File: config.mk
export PLATFORM = sky130hd
export DESIGN_NAME = uart_break_rx_wakeup
export DESIGN_NICKNAME = d
export VERILOG_FILES = /design/src/hw/uart_brk_pkg.sv /design/src/hw/uart_break_rx_wakeup.sv
export VERILOG_INCLUDE_DIRS = /design/src /design/src/hw
export SDC_FILE = /design/constraint.sdc
export NUM_CORES = 1
export LEC_CHECK = 0
export ABC_AREA = 1
export BUFFER_PORTS_ARGS = -buffer_cell sky130_fd_sc_hd__buf_2
export CAP_MARGIN = 20
export CORE_MARGIN = 10
export CORE_UTILIZATION = 52
export DETAILED_ROUTE_END_ITERATION = 10
export PLACE_DENSITY = 0.7
export SYNTH_ARGS = -nofsm -noshare
export SYNTH_HDL_FRONTEND = slang
export SYNTH_SLANG_ARGS = --single-unit
File: constraint.sdc
create_clock -name pclk -period 13.7 [get_ports pclk]
set_input_delay 2.74 -clock pclk [delete_from_list [all_inputs] [get_ports pclk]]
set_output_delay 2.74 -clock pclk [all_outputs]
set_load 0.05 [all_outputs]
File: src/hw/uart_brk_map.svh
// Purpose: Register offsets, reset values and timing counts
// Assumes: APB, one aligned 32-bit word per register
// Notes:   Included by its bare name
`ifndef UART_BRK_MAP_SVH
`define UART_BRK_MAP_SVH
// ----------------------------------------
// Register byte offsets
// ----------------------------------------
`define OFS_CTRL    8'h00
`define OFS_BAUD    8'h04
`define OFS_STATUS  8'h08
`define OFS_DATA    8'h0C
`define OFS_MATCH   8'h10
// ----------------------------------------
// Reset values
// ----------------------------------------
`define RST_CTRL    22'h1E0000
`define RST_BAUD    13'h0004
// ----------------------------------------
// Frame lengths in bit times
// ----------------------------------------
`define BASE_BITS   4'hA
`define LONG_EXTRA  5'h03
`define BASE_DBITS  4'h8
`endif

File: src/hw/uart_brk_pkg.sv
// Purpose: Types shared by the serial port block
// Assumes: Map header holds register offsets, reset values and frame lengths
// Notes:   Control word layout is the packed order below
package uart_brk_pkg;
   typedef struct packed {
      logic [4:0] osr_m1;      // Oversampling ratio minus one
      logic       addr_compare_2_on;
      logic       addr_compare_1_on;
      logic       msb_first;
      logic       long_break_select;
      logic       two_stop_select;
      logic       ten_bit_select;
      logic       nine_bit_select;
      logic       edge_realign_off;
      logic       dual_edge_sample;
      logic       rx_polarity_flip;
      logic       sleep_idle_flag_allow;
      logic       idle_type_select;
      logic       wake_addr_mark;
      logic       rx_sleep;
      logic       break_send;
      logic       rx_on;
      logic       tx_on;
   } ctrl_type;
   typedef struct packed {
      logic tx_buffer_empty;
      logic idle_flag;
      logic framing_error_flag;
      logic noise_flag;
      logic overrun_flag;
      logic rx_buffer_full;
   } stat_type;
   typedef enum logic [1:0] {
      S_HUNT  = 2'b00,
      S_START = 2'b01,
      S_FRAME = 2'b10
   } rx_state_type;
endpackage
File: src/hw/uart_break_rx_wakeup.sv
// Purpose: Break/idle transmit and oversampled receiver with wakeup
// Assumes: pclk 20 MHz, rx_in synchronous to pclk
// Notes:   Registers over APB, zero-wait answer after setup
// Function
// Break drives output low for a whole character including start, stop
// Break length 10 plus data, stop and long-break extras, 10 to 16
// Break-send written one then zero queues one break
// Break-send still one when break loads queues another break
// Transmit enable cleared then set queues one idle character
// Output stays driven while enable briefly cleared mid character
// Receive input inverted on flip bit; receiver runs only when enabled
// Frame: low start, 8 to 10 data bits, one or two stops
// Character buffered and full set if empty, else overrun, discarded
// Sample 4x to 32x; zero after three ones is falling edge
// Start checked at OVERSAMPLING_RATIO/2..+2; two zeros accept; edge restarts count
// Three samples per bit, value by majority
// Any disagreeing sample sets noise when character is buffered
// Dual-edge: 2xOSR segments, samples at OVERSAMPLING_RATIO..OVERSAMPLING_RATIO+2
// Edge detector always runs and realigns bit counter unless disabled
// Framing error, not break, preloads three ones into edge history
// Sleep blocks receiver flags except idle when allowed
// Idle-line wakeup clears sleep after one character time of idle
// Waking idle sets no idle flag unless allow bit set
// Idle-type clear counts after start bit, set counts after stop
// Address-mark wakeup clears sleep on marked character, buffers it
// Match enables filter marked frames and following data frames
// Baud from 13-bit divider; transmitter at rate over OVERSAMPLING_RATIO
// Cleared idle flag rearms only after a buffered character
// Oversampling ratio from software field, frozen while receiving
`timescale 1ns/1ps
`include "uart_brk_map.svh"
module uart_break_rx_wakeup
   import uart_brk_pkg::*;
(
   // Clock and reset
   input  wire logic        pclk,
   input  wire logic        presetn,
   // APB slave
   input  wire logic        psel,
   input  wire logic        penable,
   input  wire logic        pwrite,
   input  wire logic [7:0]  paddr,
   input  wire logic [31:0] pwdata,
   output logic      [31:0] prdata,
   output logic             pready,
   output logic             pslverr,
   // Serial pins
   input  wire logic        rx_in,
   output logic             tx_out,
   output logic             tx_oe
);
   // ----------------------------------------
   // Helpers
   // ----------------------------------------
   function automatic logic [3:0] dbits_f(input ctrl_type c);
      dbits_f = `BASE_DBITS + (c.ten_bit_select ? 4'h2 : {3'h0, c.nine_bit_select});
   endfunction
   function automatic logic [4:0] cbits_f(input ctrl_type c);
      cbits_f = {1'b0, dbits_f(c)} + 5'h02 + {4'h0, c.two_stop_select};
   endfunction

   ctrl_type     ctrl_r;
   stat_type     st_r;
   logic [12:0]  baud_r;
   logic [15:0]  match_r;
   logic [9:0]   rxbuf_r;
   logic [31:0]  prdata_r;
   logic         pready_r;
   logic         pslverr_r;
   logic         sleep_clr;
   logic         wr_en;
   logic         rd_data;
   logic         mapped;

   assign prdata  = prdata_r;
   assign pready  = pready_r;
   assign pslverr = pslverr_r;
   assign wr_en   = psel & penable & pready_r & pwrite;
   assign rd_data = psel & penable & pready_r & ~pwrite & (paddr == `OFS_DATA);
   assign mapped  = (paddr == `OFS_CTRL) | (paddr == `OFS_BAUD) | (paddr == `OFS_STATUS)
                  | (paddr == `OFS_DATA) | (paddr == `OFS_MATCH);

   // ----------------------------------------
   // APB answer: data latched in setup, ready in access
   // ----------------------------------------
   always_ff @(posedge pclk or negedge presetn)
      if (!presetn)
      begin
         prdata_r  <= 32'h00000000;
         pready_r  <= 1'b0;
         pslverr_r <= 1'b0;
      end
      else if (psel & ~penable)
      begin
         pready_r  <= 1'b1;
         pslverr_r <= ~mapped;
         case (paddr)
            `OFS_CTRL:   prdata_r <= {10'h000, ctrl_r};
            `OFS_BAUD:   prdata_r <= {19'h00000, baud_r};
            `OFS_STATUS: prdata_r <= {26'h0000000, st_r};
            `OFS_DATA:   prdata_r <= {22'h000000, rxbuf_r};
            `OFS_MATCH:  prdata_r <= {16'h0000, match_r};
            default:     prdata_r <= 32'h00000000;
         endcase
      end
      else
         pready_r <= 1'b0;

   // Control, divisor and match registers
   always_ff @(posedge pclk or negedge presetn)
      if (!presetn)
      begin
         ctrl_r  <= ctrl_type'(`RST_CTRL);
         baud_r  <= `RST_BAUD;
         match_r <= 16'h0000;
      end
      else
      begin
         if (sleep_clr)
            ctrl_r.rx_sleep <= 1'b0;
         if (wr_en && paddr == `OFS_CTRL)
         begin
            ctrl_r <= ctrl_type'(pwdata[21:0]);
            if (ctrl_r.rx_on)
               ctrl_r.osr_m1 <= ctrl_r.osr_m1;
         end
         if (wr_en && paddr == `OFS_BAUD)
            baud_r <= pwdata[12:0];
         if (wr_en && paddr == `OFS_MATCH)
            match_r <= pwdata[15:0];
      end

   // ----------------------------------------
   // Baud generator: rise and mid ticks
   // ----------------------------------------
   logic [12:0] brc_r;
   logic        rise;
   logic        fall;
   logic [5:0]  oversampling_ratio;
   logic [6:0]  nseg;
   logic [6:0]  sp;
   logic        stk;

   assign rise = (brc_r == 13'h0000) & (baud_r != 13'h0000);
   assign fall = (brc_r == {1'b0, baud_r[12:1]}) & (baud_r > 13'h0001);
   assign oversampling_ratio  = {1'b0, ctrl_r.osr_m1} + 6'h01;
   assign nseg = ctrl_r.dual_edge_sample ? {oversampling_ratio, 1'b0} : {1'b0, oversampling_ratio};
   assign sp   = ctrl_r.dual_edge_sample ? {1'b0, oversampling_ratio} : {2'h0, oversampling_ratio[5:1]};
   assign stk  = rise | (ctrl_r.dual_edge_sample & fall);

   // Modulus divider
   always_ff @(posedge pclk or negedge presetn)
      if (!presetn)
         brc_r <= 13'h0000;
      else if (brc_r >= baud_r - 13'h0001)
         brc_r <= 13'h0000;
      else
         brc_r <= brc_r + 13'h0001;

   // ----------------------------------------
   // Transmitter: break and idle characters
   // ----------------------------------------
   logic [4:0] txseg_r;
   logic [4:0] txcnt_r;
   logic       txbrk_r;
   logic       brk_q_r;
   logic       idle_q_r;
   logic       bs_prev_r;
   logic       ton_prev_r;
   logic       tx_tick;
   logic       tx_free;
   logic [4:0] brk_len;
   logic       tx_out_r;
   logic       tx_oe_r;

   assign tx_tick = rise & (txseg_r == ctrl_r.osr_m1);
   assign tx_free = (txcnt_r <= 5'h01);
   assign brk_len = cbits_f(ctrl_r) + (ctrl_r.long_break_select ? `LONG_EXTRA : 5'h00);
   assign tx_out  = tx_out_r;
   assign tx_oe   = tx_oe_r;

   // Bit-time prescaler
   always_ff @(posedge pclk or negedge presetn)
      if (!presetn)
         txseg_r <= 5'h00;
      else if (rise)
         txseg_r <= tx_tick ? 5'h00 : txseg_r + 5'h01;

   // Queues and shifter count
   always_ff @(posedge pclk or negedge presetn)
      if (!presetn)
      begin
         txcnt_r    <= 5'h00;
         txbrk_r    <= 1'b0;
         brk_q_r    <= 1'b0;
         idle_q_r   <= 1'b0;
         bs_prev_r  <= 1'b0;
         ton_prev_r <= 1'b0;
      end
      else
      begin
         bs_prev_r  <= ctrl_r.break_send;
         ton_prev_r <= ctrl_r.tx_on;
         if (tx_tick)
         begin
            if (txcnt_r != 5'h00)
               txcnt_r <= txcnt_r - 5'h01;
            if (tx_free && brk_q_r)
            begin
               txcnt_r <= brk_len;
               txbrk_r <= 1'b1;
               brk_q_r <= ctrl_r.break_send;
            end
            else if (tx_free && idle_q_r)
            begin
               txcnt_r  <= cbits_f(ctrl_r);
               txbrk_r  <= 1'b0;
               idle_q_r <= 1'b0;
            end
         end
         if (bs_prev_r & ~ctrl_r.break_send)
            brk_q_r <= 1'b1;
         if (~ton_prev_r & ctrl_r.tx_on)
            idle_q_r <= 1'b1;
      end

   // Pin level and drive
   always_ff @(posedge pclk or negedge presetn)
      if (!presetn)
      begin
         tx_out_r <= 1'b1;
         tx_oe_r  <= 1'b0;
      end
      else
      begin
         tx_out_r <= ~(txbrk_r & (txcnt_r != 5'h00));
         tx_oe_r  <= ctrl_r.tx_on | (txcnt_r != 5'h00);
      end

   // ----------------------------------------
   // Receiver sampling
   // ----------------------------------------
   rx_state_type rst_r;
   logic [2:0]   hist_r;
   logic [6:0]   seg_r;
   logic [6:0]   seg_nxt;
   logic [1:0]   vs_r;
   logic [3:0]   bit_r;
   logic [9:0]   rxsh_r;
   logic         noise_r;
   logic         fe_r;
   logic         zero_r;
   logic         s;
   logic         fedge;
   logic         decide;
   logic         maj;
   logic         same;
   logic [3:0]   db;
   logic         done;
   logic         fe_now;
   logic         brk_now;

   assign s       = rx_in ^ ctrl_r.rx_polarity_flip;
   assign fedge   = (hist_r == 3'b111) & ~s;
   assign seg_nxt = (seg_r >= nseg) ? 7'h01 : seg_r + 7'h01;
   assign decide  = (seg_r == sp + 7'h02);
   assign maj     = (vs_r[0] & vs_r[1]) | (vs_r[0] & s) | (vs_r[1] & s);
   assign same    = (vs_r[0] == s) & (vs_r[1] == s);
   assign db      = dbits_f(ctrl_r);
   assign done    = ctrl_r.rx_on & stk & (rst_r == S_FRAME) & decide
                  & (bit_r == db + 4'h1 + {3'h0, ctrl_r.two_stop_select});
   assign fe_now  = fe_r | ~maj;
   assign brk_now = zero_r & ~maj;

   // Edge history, runs whenever enabled
   always_ff @(posedge pclk or negedge presetn)
      if (!presetn)
         hist_r <= 3'b000;
      else if (!ctrl_r.rx_on)
         hist_r <= 3'b000;
      else if (done && fe_now && !brk_now)
         hist_r <= 3'b111;
      else if (stk)
         hist_r <= {hist_r[1:0], s};

   // Start check and frame sampling
   always_ff @(posedge pclk or negedge presetn)
      if (!presetn)
      begin
         rst_r   <= S_HUNT;
         seg_r   <= 7'h00;
         vs_r    <= 2'b00;
         bit_r   <= 4'h0;
         rxsh_r  <= 10'h000;
         noise_r <= 1'b0;
         fe_r    <= 1'b0;
         zero_r  <= 1'b0;
      end
      else if (!ctrl_r.rx_on)
         rst_r <= S_HUNT;
      else if (stk)
      begin
         if (seg_r == sp)
            vs_r[0] <= s;
         if (seg_r == sp + 7'h01)
            vs_r[1] <= s;
         case (rst_r)
            S_HUNT:
               if (fedge)
               begin
                  seg_r <= 7'h01;
                  rst_r <= S_START;
               end
            S_START:
               if (fedge)
                  seg_r <= 7'h01;
               else
               begin
                  seg_r <= seg_nxt;
                  if (decide)
                  begin
                     rst_r   <= maj ? S_HUNT : S_FRAME;
                     bit_r   <= 4'h1;
                     rxsh_r  <= 10'h000;
                     noise_r <= ~same;
                     fe_r    <= 1'b0;
                     zero_r  <= 1'b1;
                  end
               end
            S_FRAME:
            begin
               seg_r <= (fedge && !ctrl_r.edge_realign_off) ? 7'h01 : seg_nxt;
               if (decide)
               begin
                  bit_r   <= bit_r + 4'h1;
                  noise_r <= noise_r | ~same;
                  zero_r  <= zero_r & ~maj;
                  if (bit_r <= db)
                  begin
                     if (ctrl_r.msb_first)
                        rxsh_r[db - bit_r] <= maj;
                     else
                        rxsh_r[bit_r - 4'h1] <= maj;
                  end
                  else
                     fe_r <= fe_now;
                  if (done)
                     rst_r <= S_HUNT;
               end
            end
            default: rst_r <= S_HUNT;
         endcase
      end

   // ----------------------------------------
   // Wakeup, idle and address filter
   // ----------------------------------------
   logic [10:0] idle_cnt_r;
   logic [10:0] idle_thr;
   logic        idle_ev;
   logic        idle_arm_r;
   logic        pass_r;
   logic        mark_ev;
   logic        mark;
   logic        hit;
   logic        filt_on;
   logic        keep;
   logic        deliver;

   assign idle_thr = 11'(cbits_f(ctrl_r)) * {4'h0, nseg};
   assign idle_ev  = ctrl_r.rx_on & stk & s & (idle_cnt_r == idle_thr - 11'h001);
   assign mark     = ctrl_r.msb_first ? rxsh_r[0] : rxsh_r[db - 4'h1];
   assign mark_ev  = stk & (rst_r == S_FRAME) & decide & (bit_r == db) & maj;
   assign sleep_clr = ctrl_r.rx_sleep
                    & (ctrl_r.wake_addr_mark ? mark_ev : idle_ev);
   assign filt_on  = ctrl_r.addr_compare_1_on | ctrl_r.addr_compare_2_on;
   assign hit      = (ctrl_r.addr_compare_1_on & (rxsh_r[7:0] == match_r[7:0]))
                   | (ctrl_r.addr_compare_2_on & (rxsh_r[7:0] == match_r[15:8]));
   assign keep     = ~filt_on | (mark ? hit : pass_r);
   assign deliver  = done & keep & ~ctrl_r.rx_sleep;

   // Idle sample counter
   always_ff @(posedge pclk or negedge presetn)
      if (!presetn)
         idle_cnt_r <= 11'h000;
      else if (!ctrl_r.rx_on || (ctrl_r.idle_type_select && rst_r != S_HUNT))
         idle_cnt_r <= 11'h000;
      else if (stk)
      begin
         if (!s)
            idle_cnt_r <= 11'h000;
         else if (idle_cnt_r < idle_thr)
            idle_cnt_r <= idle_cnt_r + 11'h001;
      end

   // Address pass state
   always_ff @(posedge pclk or negedge presetn)
      if (!presetn)
         pass_r <= 1'b0;
      else if (done && mark && filt_on)
         pass_r <= hit;

   // Status flags: hardware set wins over software clear
   always_ff @(posedge pclk or negedge presetn)
      if (!presetn)
      begin
         st_r       <= 6'h00;
         rxbuf_r    <= 10'h000;
         idle_arm_r <= 1'b0;
      end
      else
      begin
         st_r.tx_buffer_empty <= tx_free & ~brk_q_r & ~idle_q_r;
         if (wr_en && paddr == `OFS_STATUS)
         begin
            if (pwdata[1])
               st_r.overrun_flag <= 1'b0;
            if (pwdata[2])
               st_r.noise_flag <= 1'b0;
            if (pwdata[3])
               st_r.framing_error_flag <= 1'b0;
            if (pwdata[4])
               st_r.idle_flag <= 1'b0;
         end
         if (rd_data)
            st_r.rx_buffer_full <= 1'b0;
         if (deliver && st_r.rx_buffer_full)
            st_r.overrun_flag <= 1'b1;
         else if (deliver)
         begin
            st_r.rx_buffer_full     <= 1'b1;
            st_r.noise_flag         <= noise_r | ~same;
            st_r.framing_error_flag <= fe_now;
            rxbuf_r                 <= rxsh_r;
            idle_arm_r              <= 1'b1;
         end
         if (idle_ev && idle_arm_r
             && (!ctrl_r.rx_sleep || ctrl_r.sleep_idle_flag_allow))
         begin
            st_r.idle_flag <= 1'b1;
            idle_arm_r     <= 1'b0;
         end
      end

   // ----------------------------------------
   // Checks
   // ----------------------------------------
   a_brk_queue: assert property (@(posedge pclk) disable iff (!presetn)
      bs_prev_r && !ctrl_r.break_send |=> brk_q_r)
      else $error("break not queued");
   a_brk_length: assert property (@(posedge pclk) disable iff (!presetn)
      tx_tick && tx_free && brk_q_r |=> txbrk_r && txcnt_r == $past(brk_len))
      else $error("break length wrong");
   a_brk_low: assert property (@(posedge pclk) disable iff (!presetn)
      txbrk_r && txcnt_r != 5'h00 |=> !tx_out)
      else $error("break not low");
   a_tx_hold: assert property (@(posedge pclk) disable iff (!presetn)
      txcnt_r != 5'h00 |=> tx_oe)
      else $error("pin released mid character");
   a_start_seek: assert property (@(posedge pclk) disable iff (!presetn)
      ctrl_r.rx_on && stk && rst_r == S_HUNT && fedge |=> rst_r == S_START && seg_r == 7'h01)
      else $error("edge not taken");
   a_rx_off: assert property (@(posedge pclk) disable iff (!presetn)
      !ctrl_r.rx_on |=> rst_r == S_HUNT)
      else $error("receiver ran while off");
   a_overrun_set: assert property (@(posedge pclk) disable iff (!presetn)
      deliver && st_r.rx_buffer_full |=> st_r.overrun_flag && rxbuf_r == $past(rxbuf_r))
      else $error("overrun handling wrong");
   a_sleep_block: assert property (@(posedge pclk) disable iff (!presetn)
      done && ctrl_r.rx_sleep |=> !$rose(st_r.rx_buffer_full))
      else $error("flag set while asleep");
   a_idle_rearm: assert property (@(posedge pclk) disable iff (!presetn)
      $rose(st_r.idle_flag) |-> $past(idle_arm_r))
      else $error("idle set without new character");
endmodule

Yosys cells after proc, flatten, opt, wreduce, memory -nomap -nowiden
Cells that the tools add are included.

word-level totals
  flip-flop bits (word level) = 175
  bits in latches = 0
  bits in writable memories = 0
  bits in read-only memories = 0
  input bits = 46
  output and inout port bits = 36
  word-level logic and storage cells = 337
  memories kept = 0

cells by class
  add/sub/neg operators = 20
  $mul = 1
  divide/modulo/power cells = 0
  order comparisons = 11
  eq/ne operators = 35
  shift operators = 0
  multiplexer cells = 91
  bitwise gates (word level) = 65
  reduce and logical (&&, ||, !) cells = 61

operators by type and width
  cell                                                        number
  case mux 22 bit (5 select lines)                            1
  2-to-1 mux 10 bit                                           5
  2-to-1 mux 11 bit                                           4
  2-to-1 mux 1 bit                                            38
  bitwise AND 1 bit                                           36
  2-to-1 mux 7 bit                                            5
  nonzero test 2 bit                                          14
  2-to-1 mux 2 bit                                            12
  case mux 7 bit (3 select lines)                             1
  bitwise mux 10 bit                                          2
  2-to-1 mux 4 bit                                            5
  2-to-1 mux 5 bit                                            4
  case mux 10 bit (2 select lines)                            1
  AND reduction 2 bit                                         9
  logical AND 1 bit                                           17
  == test 8 x 4 -> 1 bit, second input constant               2
  == test 8 bit                                               2
  less-than comparator 4 x 5 -> 1 bit, second input constant  3
  != test 3 bit, second input constant                        5
  NOT 1 bit                                                   15
  == test 7 bit                                               2
  AND reduction 7 bit                                         2
  adder 13 x 1 -> 13 bit, second input constant               1
  == test 13 x 12 -> 1 bit                                    1
  other kinds (59)                                            97

Depth between registers and ports, before layout
Gate-level depths: netlist (run 1).

  depth in word-level cells = 13
  gate-level depth with buffers = 30

Least setup slack after synthesis (run 1)
No wires, ideal clock.

  path type = register -> register
  from = register ctrl_r[11] in the netlist's numbering
  to = register idle_cnt_r[0]
  data arrival time = 5,048 ps
  data required time = 13,624 ps
  path slack = 8,576 ps
  stages on the path, launching flop included = 30
  clock period less this slack = 5,124 ps
  cell sequence = dfrtp_1 -> inv_1 -> nand2_1 -> inv_1 -> ha_1 -> inv_1 -> ha_1 -> clkbuf_1 -> nor2_1 -> ha_1 -> inv_1 -> fa_1 -> fa_1 -> inv_1 -> ha_1 -> a21oi_1 -> nand2_1 -> a21oi_1 -> nand2_1 -> nand2_1 -> ha_1 -> nand4_1 -> nor2_1 -> a221o_1 -> nand2_1 -> o21ai_2 -> inv_1 -> buf_2 -> nand3_1 -> o21ai_1

between the ends
  word-level cells in the longest chain between the ends = 8

RTL lines
  what                                     RTL line                     text
  start, declared                          uart_break_rx_wakeup.sv:62   ctrl_type ctrl_r;
  start signal, assigned                   uart_break_rx_wakeup.sv:113  ctrl_r <= ctrl_type'(`RST_CTRL);
  start signal, assigned                   uart_break_rx_wakeup.sv:123  ctrl_r <= ctrl_type'(pwdata[21:0]);
  2-to-1 mux 2 bit                         uart_break_rx_wakeup.sv:56   dbits_f = `BASE_DBITS + (c.ten_bit_select ? 4'h2 : {3'h0, c.nine_bit_select});
  adder 4 x 2 -> 4 bit (no source line)    --
  adder 4 x 2 -> 5 bit                     uart_break_rx_wakeup.sv:59   cbits_f = {1'b0, dbits_f(c)} + 5'h02 + {4'h0, c.two_stop_select};
  adder 5 x 1 -> 5 bit                     uart_break_rx_wakeup.sv:59
  multiplier 5 x 7 -> 11 bit               uart_break_rx_wakeup.sv:370  assign idle_thr = 11'(cbits_f(ctrl_r)) * {4'h0, nseg};
  less-than comparator 11 bit              uart_break_rx_wakeup.sv:392  else if (idle_cnt_r < idle_thr)
  != test 3 x 1 -> 1 bit (no source line)  --
  AND reduction 2 bit (no source line)     --
  end signal, assigned                     uart_break_rx_wakeup.sv:393  idle_cnt_r <= idle_cnt_r + 11'h001;
  end, declared                            uart_break_rx_wakeup.sv:358  logic [10:0] idle_cnt_r;

No other way between the ends.
A chain may end at the register's enable or synchronous reset.

Worst setup path in the final report (run 1)
  from = register ctrl_r[11] in the netlist's numbering
  to = register idle_cnt_r[8]

The elaborated chain is that of the path after synthesis.

==> summary.md, run 1 <==
| Metric | Value |
|---|---|
| Syn avg cell area | 7.124 um^2 |
| # H-tree levels | 4 |
| Synth Flop Type | dfrtp_1 |
| Drt first-iter violations | 1,177 |
| Core area | 0.02285 mm^2 |
| Ys Warns | 0 |
| FF-to-FF End | idle_cnt_r[8]$_DFFE_PN0P_ |
| Share of cells above drive strength 1 | 8.508% |
| Slowest cell on crit path | fa_1 |
| Crit path top cell by count | inv_1 |
| # port buffers | 61 |
| Hold Path Sink | idle_q_r$_DFFE_PN0P_ |
| Final hold viol count | 0 |
| Worst-case reg-to-reg path depth | 27 |
| Post_cts resized | 0 |
| Area after DPL | 0.01267 mm^2 |
| Clock buffer depth | 2 |
| Dominant cells by area after synthesis | dfrtp_1 (33%), nand2_1 (14%), ha_1 (8.6%) |
| Hold depth | 1 |
| Top cell family by delay on the critical path | adder cells |
| CTS root buf | clkbuf_16 |
| Post-synth EDFFs | 0 |
| Worst reg2reg path startpoint | ctrl_r[11]$_DFFE_PN0P_ |
| Max_cap viols | 0 |
| Hold-fix buffers, CTS | 0 |
| Commonest non-fill, non-tap cells in the layout | nand2_1 (469), inv_1 (229), dfrtp_1 (159) |
| Antenna Violating Nets Remaining | 0 |
| Status | finished, final reports clean |
| Final period util | 44.58% |
| Clk Latency, worst-skew pair | 430 ps |
| Die height | 173.1 um |
| Worst-path maximum fanout | 14 |
| CP startpoint kind | flop |
| Seq/Total Area, Yosys | 33.94% |
| Peak Freq | 0.1637 GHz |
| Hpwl dp | 26.83 mm |
| Pwr Total | 1.093 mW |
| Num CTS Buffers | 17 |
| Hold WC Path Type | flop to flop |
| CTS tree | yes |
| Hold Crit Start | ton_prev_r$_DFF_PN0_ |
| Switching Fraction | 29.18% |
| Commonest non-fill, non-tap cell in the layout | nand2_1 |
| Async set-reset flop share out of synthesis | 100.0% |
| Clock share of power | 42.9% |
| Post-route minimum period | 6108 ps |
| Combinational group share of total power | 11.1% |
| Mapped Cells | 1,711 |
| Largest net degree at the start of global routing | 91 |
| Unrepaired setup endpoints after global routing | false |
| Mapped Area | 0.01219 mm^2 |
| Setup Viol. Count Final | 0 |
| Sequential share of power | 46.0% |
| Pre-antenna DRT Iters | 6 |
| Vias in the first global route | 10.81k |
| Leading area contributor after synthesis | dfrtp_1 |
| Yosys cell types | 62 |
| WP data required | 14,030 ps |
| Initial Util | 53.35% |
| Final Cell Area | 0.01323 mm^2 |
| Slew Limit Headroom | 34.22% |
| Final wirelength | 34.51 mm |
| Final Hold Slack | 415.9 ps |
| Worst R2R Setup Slack | 7590 ps |
| Overall Global Routing Usage | 22.81% |
| IO Pins | 82 |
| Slew Viols, Final | 0 |
| Net load switching power | 319.0 uW |
| Die Area | 0.02997 mm^2 |
| Pwr Density | 82.65 mW/mm^2 |
| Fill count | 2,234 |
| Nets | 1,892 |
| Worst Skew | 13.02 ps |
| DRC viols | 0 |
| Setup TNS | 0 ps |
| Slowest cell delay on critical path | 560 ps |
| CTS Sinks | 165 |
| Via count | 11.41k |
| Critical Path End Type | flop |
| Buf/Inv on CP | 6 |
| Flops & latches, synth | 165 |
| P_leak | 6.812 nW |
| Post-CTS Repair Setup Buffers | 0 |
| Measured slew at the worst slew-check pin | 986.8 ps |
| Clk slew on worst S/H paths | 80 ps |
| Initial antenna violation count | 0 |
| Global-route wire length before repair | 56.58 mm |
| Cell row count | 55 |
| VDD IR max | 74.15 uV |
| Die width | 173.1 um |
| Gpl congestion | 0.9066 |
| Remaining global-route overflow | 0 |
| Vias per Instance | 5.497 |
| Arrival @ worst endpoint | 6440 ps |
| Area delta synth->final | 8.530% |
| Routed WL per cell | 16.62 um |
| Top cell type's share of synthesized area | 32.64% |
| Crit path kind | flop to flop |
| Ant diodes | 0 |
| Cell-internal power | 774.3 uW |
worst max-delay path by stage:
stage	depth (start not counted)	to	start
final	27	idle_cnt_r[8]$_DFFE_PN0P_	ctrl_r[11]$_DFFE_PN0P_
after global routing	27	idle_cnt_r[8]$_DFFE_PN0P_	ctrl_r[11]$_DFFE_PN0P_
after CTS	27	idle_cnt_r[8]$_DFFE_PN0P_	ctrl_r[11]$_DFFE_PN0P_
after detailed placement	27	idle_cnt_r[8]$_DFFE_PN0P_	ctrl_r[11]$_DFFE_PN0P_
after global placement	28	idle_cnt_r[8]$_DFFE_PN0P_	ctrl_r[11]$_DFFE_PN0P_
after floorplan	29	idle_cnt_r[0]$_DFFE_PN0P_	ctrl_r[11]$_DFFE_PN0P_
cells in the mapped netlist (all sizes together) (30+ instances only):
cell / number
xor2: 30
nand2: 472
a21oi: 61
dfrtp: 159
nand3: 118
nor2: 152
nand4: 43
inv: 237
ha: 84
o21ai: 133
sequential cells by signal, indices dropped and copies added, names as in the netlist, 2 cells and up:
register / cells
vs_r: 2
rxbuf_r: 10
brc_r: 13
rxsh_r: 10
baud_r: 13
txcnt_r: 5
seg_r: 7
prdata: 22
txseg_r: 5
st_r: 6
rst_r: 2
hist_r: 3
idle_cnt_r: 11
match_r: 16
ctrl_r: 22
bit_r: 4
power groups by stage:
| stage | combinational (mW) | sequential [mW] | clock, mW |
|---|---|---|---|
| 2_1_floorplan | 0.0770 | 0.518 | 0 |
| 3_3_place_gp | 0.118 | 0.512 | 0 |
| 3_5_place_dp | 0.121 | 0.512 | 0 |
| 4_1_cts | 0.122 | 0.503 | 0.474 |
| 5_1_grt | 0.139 | 0.504 | 0.499 |
| 6_report | 0.121 | 0.503 | 0.469 |
per-stage QoR:
| step | setup slack (ps) | instances | util [%] |
|---|---|---|---|
| after floorplan | 8576 | 1720 | - |
| after detailed placement | 7607 | 2044 | 55.46 |
| after global routing | 7101 | 2076 | 57.90 |
| final | 7592 | 2076 | 57.90 |
| after global placement | 7713 | 2044 | 55.46 |
| after CTS | 7585 | 2076 | 57.90 |
worst register-to-register path, stage by stage (launching register included):
cell     delay [ps]
dfrtp_1         470
inv_1           180
nand2_1         200
inv_1            70
ha_1            180
inv_1            80
ha_1            440
nor2_1          130
ha_1            290
inv_1            50
fa_1            510
fa_1            560
inv_1            40
ha_1            340
a21oi_1         270
nand2_1         180
a21oi_1         200
nand2_1          70
nand2_1         170
ha_1            260
nand4_1         110
nor2_1           60
a221o_1         320
nand2_1          80
o21ai_2         130
inv_1           340
o21ai_0         130
and2_1          170
routing by layer:
metal  wire [um]  up-vias  track usage, %
met2       16340      382           37.51
li1            -     5630               -
met1       15420     5357           30.82
met3        2177       42           3.485
met4         572        0           5.498
met5           0        -               0
cells by family after synthesis:
logic type | share of synthesized area [%]
flip-flops | 33.94
buffers and inverters | 9.731
multiplexers | 0.1848
AO/OA/AOI/OAI | 11.81
adder cells (fa/ha/maj) | 10.59
XOR/XNOR | 3.008
AND/OR/NAND/NOR | 30.70
other | 0.03076
final cells by class:
| class | count | area, um^2 | share of cell area [%] |
|---|---|---|---|
| timing repair buffer | 65 | 341.6 | 2.582 |
| clock inverter | 13 | 115.1 | 0.8701 |
| tap | 313 | 391.6 | 2.960 |
| inverter | 240 | 900.9 | 6.810 |
| sequential | 165 | 4136 | 31.27 |
| multi-input combinational | 1261 | 6900 | 52.16 |
| clock buffer | 19 | 442.9 | 3.348 |
Note: power is estimated with default switching activity, not from simulation.
==> run 2: changes to the inputs <==
- clock period: 13.7 -> 6.2 ns (I/O delays scaled with it)
==> run 2 against run 1 <==
Worst hold slack better by 0.76 ps. Sequential power up 120%. First-iteration DRC count down 6.3%. Register-to-register slack lost 7100 ps. Flip-flop and latch count unchanged. Via count increased by 0.60%. Die area unchanged. Largest cell class unchanged.
==> summary.md, run 2 (same netlist as run 1, synthesis figures left out) <==
| Metric | Value |
|---|---|
| Nets | 1,899 |
| Peak Freq | 0.1766 GHz |
| Critical Path End Type | flop |
| Via count | 11.48k |
| Hold-fix buffers, CTS | 0 |
| CTS root buf | clkbuf_16 |
| Vias per Instance | 5.511 |
| Slowest cell delay on critical path | 650 ps |
| CP startpoint kind | flop |
| Overall Global Routing Usage | 22.80% |
| Final wirelength | 34.65 mm |
| Non-Filler Instances | 2,083 |
| Fin worst setup slack | 538.4 ps |
| Commonest non-fill, non-tap cell in the layout | nand2_1 |
| Pre-antenna DRT Iters | 8 |
| Core area | 0.02285 mm^2 |
| Setup Viol. Count Final | 0 |
| Pwr Density | 184.0 mW/mm^2 |
| # H-tree levels | 4 |
| Area delta synth->final | 9.207% |
| CTS tree | yes |
| Num CTS Buffers | 17 |
| Vias in the first global route | 10.65k |
| Pwr Total | 2.449 mW |
| Crit path kind | flop to flop |
| Post-route minimum period | 5662 ps |
| Placed cell count | 2,050 |
| Arrival @ worst endpoint | 6040 ps |
| Clock buffer depth | 2 |
| CTS Sinks | 165 |
| Max_cap viols | 0 |
| Hpwl dp | 26.87 mm |
| IO Pins | 82 |
| Initial antenna violation count | 0 |
| DRC viols | 0 |
| Routed WL per cell | 16.63 um |
| P_leak | 6.862 nW |
| Measured slew at the worst slew-check pin | 1022 ps |
| Global-route wire length before repair | 56.05 mm |
| VDD IR max | 126.1 uV |
| Final period util | 91.32% |
| Antenna Violating Nets Remaining | 0 |
| Final hold viol count | 0 |
| Die width | 173.1 um |
| Remaining global-route overflow | 0 |
| Clk slew on worst S/H paths | 80 ps |
| Largest net degree at the start of global routing | 102 |
| Worst Skew | 17.15 ps |
| Status | finished, final reports clean |
| Area after DPL | 0.01272 mm^2 |
| DP Worst Slack | 398.3 ps |
| Unrepaired setup endpoints after global routing | false |
| Initial Util | 53.35% |
| Commonest non-fill, non-tap cells in the layout | nand2_1 (468), inv_1 (229), dfrtp_1 (159) |
| Slew Viols, Final | 0 |
| Worst-path maximum fanout | 9 |
| Drt first-iter violations | 1,103 |
| Gpl congestion | 0.9500 |
| Ant diodes | 0 |
| Die Area | 0.02997 mm^2 |
| Slew Limit Headroom | 31.82% |
| Crit path top cell by count | nand2_1 |
| Final Cell Area | 0.01331 mm^2 |
| # port buffers | 61 |
| Setup TNS | 0 ps |
| Die height | 173.1 um |
| Hold WC Path Type | flop to flop |
| WP data required | 6580 ps |
| Clk Latency, worst-skew pair | 450 ps |
| Cell row count | 55 |
| Slowest cell on crit path | dfstp_2 |
| Share of cells above drive strength 1 | 8.983% |
[run 2: cell count changes in the layout (fill, tap and decap cells not counted), sizes merged]
cell	before	now
clkinv	7	11
clkbuf	19	17
buf	65	72
inv	245	244
clkinvlp	1	0
[run 2: final timing paths]
| check | startpoint | to | slack (ps) | cells past startpoint |
|---|---|---|---|---|
| setup reg to reg | ctrl_r[18]$_DFFE_PN1P_ | idle_cnt_r[3]$_DFFE_PN0P_ | 540 | 25 |
| hold / removal | ton_prev_r$_DFF_PN0_ | idle_q_r$_DFFE_PN0P_ | 420 | 1 |
| max in group asynchronous | presetn | match_r[13]$_DFFE_PN0P_ | 3870 | 2 |
| setup / recovery | ctrl_r[18]$_DFFE_PN1P_ | idle_cnt_r[3]$_DFFE_PN0P_ | 540 | 25 |
| min in group asynchronous | presetn | txseg_r[1]$_DFFE_PN0P_ | 890 | 1 |
| hold reg to reg | ton_prev_r$_DFF_PN0_ | idle_q_r$_DFFE_PN0P_ | 420 | 1 |
[run 2: routing by layer]
layer,GRT usage [%],up-vias,part of all wire [%],routed length [um]
met5,0,-,0,0
met4,6.755,0,2.0,690
met3,3.638,61,5.8,2007
met2,36.82,348,47,16150
met1,30.82,5423,46,15800
li1,-,5647,-,-
[run 2: report_power, final]
group / total (mW) / switching (mW) / internal [mW]
combinational: 0.268 / 0.189 / 0.0790
sequential: 1.11 / 0.0170 / 1.09
clock: 1.07 / 0.532 / 0.539
[run 2: worst max-delay path: cells and delay by family (launching register included)]
kind / cells / cell delay, ps
buffers and inverters: 4 / 490
adder cells (fa/ha/maj): 6 / 2240
AO/OA/AOI/OAI: 5 / 1000
AND/OR/NAND/NOR: 10 / 1210
flip-flops: 1 / 650
[run 2: per-stage QoR]
stage | hold WS [ps] | utilization [%]
final | 416.7 | 58.26
after global routing | 466.7 | 58.26
after CTS | 416.4 | 58.22
after detailed placement | 407.2 | 55.66
after global placement | 403.6 | 55.66
after floorplan | 373.8 | -
[run 2: area by class of cell]
class	instances	area (um^2)
repair buffers	72	394.1
clock buffers	17	425.4
fillers	2165	9535
inverters	240	900.9
multi-input cells	1261	6903
flip-flops and latches	165	4136
clock inverters	15	160.2
well taps	313	391.6
[run 2: repair_timing]
action / CTS / global route
resized for setup: 0 / 1
setup endpoints to repair: 0 / 6
endpoints found under the hold margin: 0 / 0
setup buffers: 0 / 1
==> run 3: changes to the inputs <==
- CELL_PAD_IN_SITES_DETAIL_PLACEMENT: not set -> 1
- CELL_PAD_IN_SITES_GLOBAL_PLACEMENT: not set -> 1
- CORE_UTILIZATION: 52 -> 45
- PLACE_DENSITY: 0.7 -> not set
- PLACE_DENSITY_LB_ADDON: not set -> 0.1
==> run 3 against run 2 <==
First-iteration DRC count decreased by 36%. Die area increased by 14%. Clock-buffer cell count unchanged. Sequential power about the same. Final area increased by 0.48%. Global-route usage increased by 0.67 points. Sequential share of layout area decreased by 0.15 points. Critical endpoint is now idle_cnt_r[2]$_DFFE_PN0P_.
==> summary.md, run 3 (same netlist as run 1, synthesis figures left out) <==
| Metric | Value |
|---|---|
| Post-CTS Repair Setup Buffers | 0 |
| Setup Viol. Count Final | 0 |
| IO Pins | 82 |
| VDD IR max | 129.7 uV |
| Hold WC Path Type | flop to flop |
| Initial antenna violation count | 0 |
| Nets | 1,899 |
| Die width | 184.6 um |
| Largest net degree at the start of global routing | 63 |
| Area delta synth->final | 9.731% |
| Num CTS Buffers | 17 |
| Commonest non-fill, non-tap cell in the layout | nand2_1 |
| Critical Path End Type | flop |
| Routed WL per cell | 18.68 um |
| CTS root buf | clkbuf_16 |
| Antenna Violating Nets Remaining | 0 |
| Final Hold Slack | 437.5 ps |
| Ant diodes | 0 |
| Pwr Total | 2.503 mW |
| Worst Skew | 17.07 ps |
| Initial Util | 45.48% |
| Final hold viol count | 0 |
| Clk slew on worst S/H paths | 80 ps |
| Overall Global Routing Usage | 23.47% |
| Post-route minimum period | 5700 ps |
| Measured slew at the worst slew-check pin | 1087 ps |
| Arrival @ worst endpoint | 6060 ps |
| Slew Limit Headroom | 27.30% |
| Commonest non-fill, non-tap cells in the layout | nand2_1 (469), inv_1 (229), dfrtp_1 (159) |
| Pwr Density | 187.1 mW/mm^2 |
| Status | finished, final reports clean |
| Crit path kind | flop to flop |
| Worst-path maximum fanout | 12 |
| Setup TNS | 0 ps |
| Register area | 0.004136 mm^2 |
| Clock buffer depth | 2 |
| Fill count | 3,504 |
| Die Area | 0.03407 mm^2 |
| WP data required | 6560 ps |
| Final wirelength | 39.43 mm |
| CP startpoint kind | flop |
| Max_cap viols | 0 |
| Core area | 0.02680 mm^2 |
| Multi-input logic area | 0.006900 mm^2 |
| Post_cts resized | 0 |
| # port buffers | 61 |
| Hpwl dp | 30.99 mm |
| # H-tree levels | 4 |
| Clk Latency, worst-skew pair | 440 ps |
| Global-route wire length before repair | 63.67 mm |
| Remaining global-route overflow | 0 |
| CTS tree | yes |
| Slew Viols, Final | 0 |
| Share of cells above drive strength 1 | 8.927% |
| CTS Sinks | 165 |
| Post-layout util | 49.91% |
| Cell row count | 60 |
| Vias per Instance | 5.505 |
| Fin worst setup slack | 500.1 ps |
| Gpl congestion | 0.9493 |
| Hold-fix buffers, CTS | 0 |
| Final period util | 91.93% |
| Vias in the first global route | 11.86k |
| Pre-antenna DRT Iters | 5 |
| Via count | 11.62k |
| DRC viols | 0 |
| Unrepaired setup endpoints after global routing | false |
| P_leak | 6.876 nW |
| Drt first-iter violations | 711 |
| DP Worst Slack | 497.8 ps |
| Die height | 184.6 um |
| Peak Freq | 0.1754 GHz |
==> run 3: changes by cell type in the layout (fill, tap and decap cells not counted), sizes merged <==
cell    before  now
inv        244  246
bufinv       0    1
clkinv      11    8
==> run 3: layer usage <==
metal | wire length, um | track usage (%) | up-vias
li1 | - | - | 5645
met1 | 18530 | 31.71 | 5743
met2 | 18770 | 38.89 | 214
met3 | 1779 | 3.662 | 18
met4 | 348 | 4.490 | 0
met5 | 0 | 0 | -
==> run 3: path summary, 6_finish.rpt <==
kind	startpoint	end	slack, ps	depth (start not counted)
hold reg to reg	ton_prev_r$_DFF_PN0_	idle_q_r$_DFFE_PN0P_	440	1
hold / removal	ton_prev_r$_DFF_PN0_	idle_q_r$_DFFE_PN0P_	440	1
max in group asynchronous	presetn	rxbuf_r[1]$_DFFE_PN0P_	4220	2
setup reg to reg	ctrl_r[17]$_DFFE_PN1P_	idle_cnt_r[2]$_DFFE_PN0P_	500	26
setup / recovery	ctrl_r[17]$_DFFE_PN1P_	idle_cnt_r[2]$_DFFE_PN0P_	500	26
min in group asynchronous	presetn	txseg_r[4]$_DFFE_PN0P_	770	1
==> run 3: area by class of cell <==
cell class,count,share of cell area [%]
repair buffers,72,3.040
inverters,240,6.735
multi-input cells,1261,51.59
clock buffers,17,3.181
clock inverters,15,1.338
flip-flops and latches,165,30.93
well taps,341,3.190
==> run 3: critical path: stages, from the launching register on <==
cell	delay, ps
dfstp_2	680
ha_1	310
or2_1	260
nand2_1	90
nor2_1	60
ha_1	280
inv_1	60
fa_1	510
fa_1	550
inv_1	50
ha_1	340
a21oi_1	280
nand2_1	180
nand3_1	130
nand2_1	60
nand2_1	70
nand2_1	110
ha_1	320
nand4_1	120
nor2_1	60
a221o_1	310
nand2_1	70
o21ai_2	130
inv_1	230
buf_12	160
nand2_1	50
a21oi_1	130
==> run 3: where the power goes <==
| part | internal (mW) | total, mW | switching [mW] |
|---|---|---|---|
| clock network | 0.581 | 1.11 | 0.530 |
| registers | 1.09 | 1.11 | 0.0172 |
| logic | 0.0818 | 0.281 | 0.199 |
==> run 3: stage by stage <==
step | instance area [um^2] | cells
CTS | 13380 | 2111
global placement | 12770 | 2079
global route | 13380 | 2111
floorplan | 12220 | 1720
finish | 13380 | 2111
detailed placement | 12770 | 2079
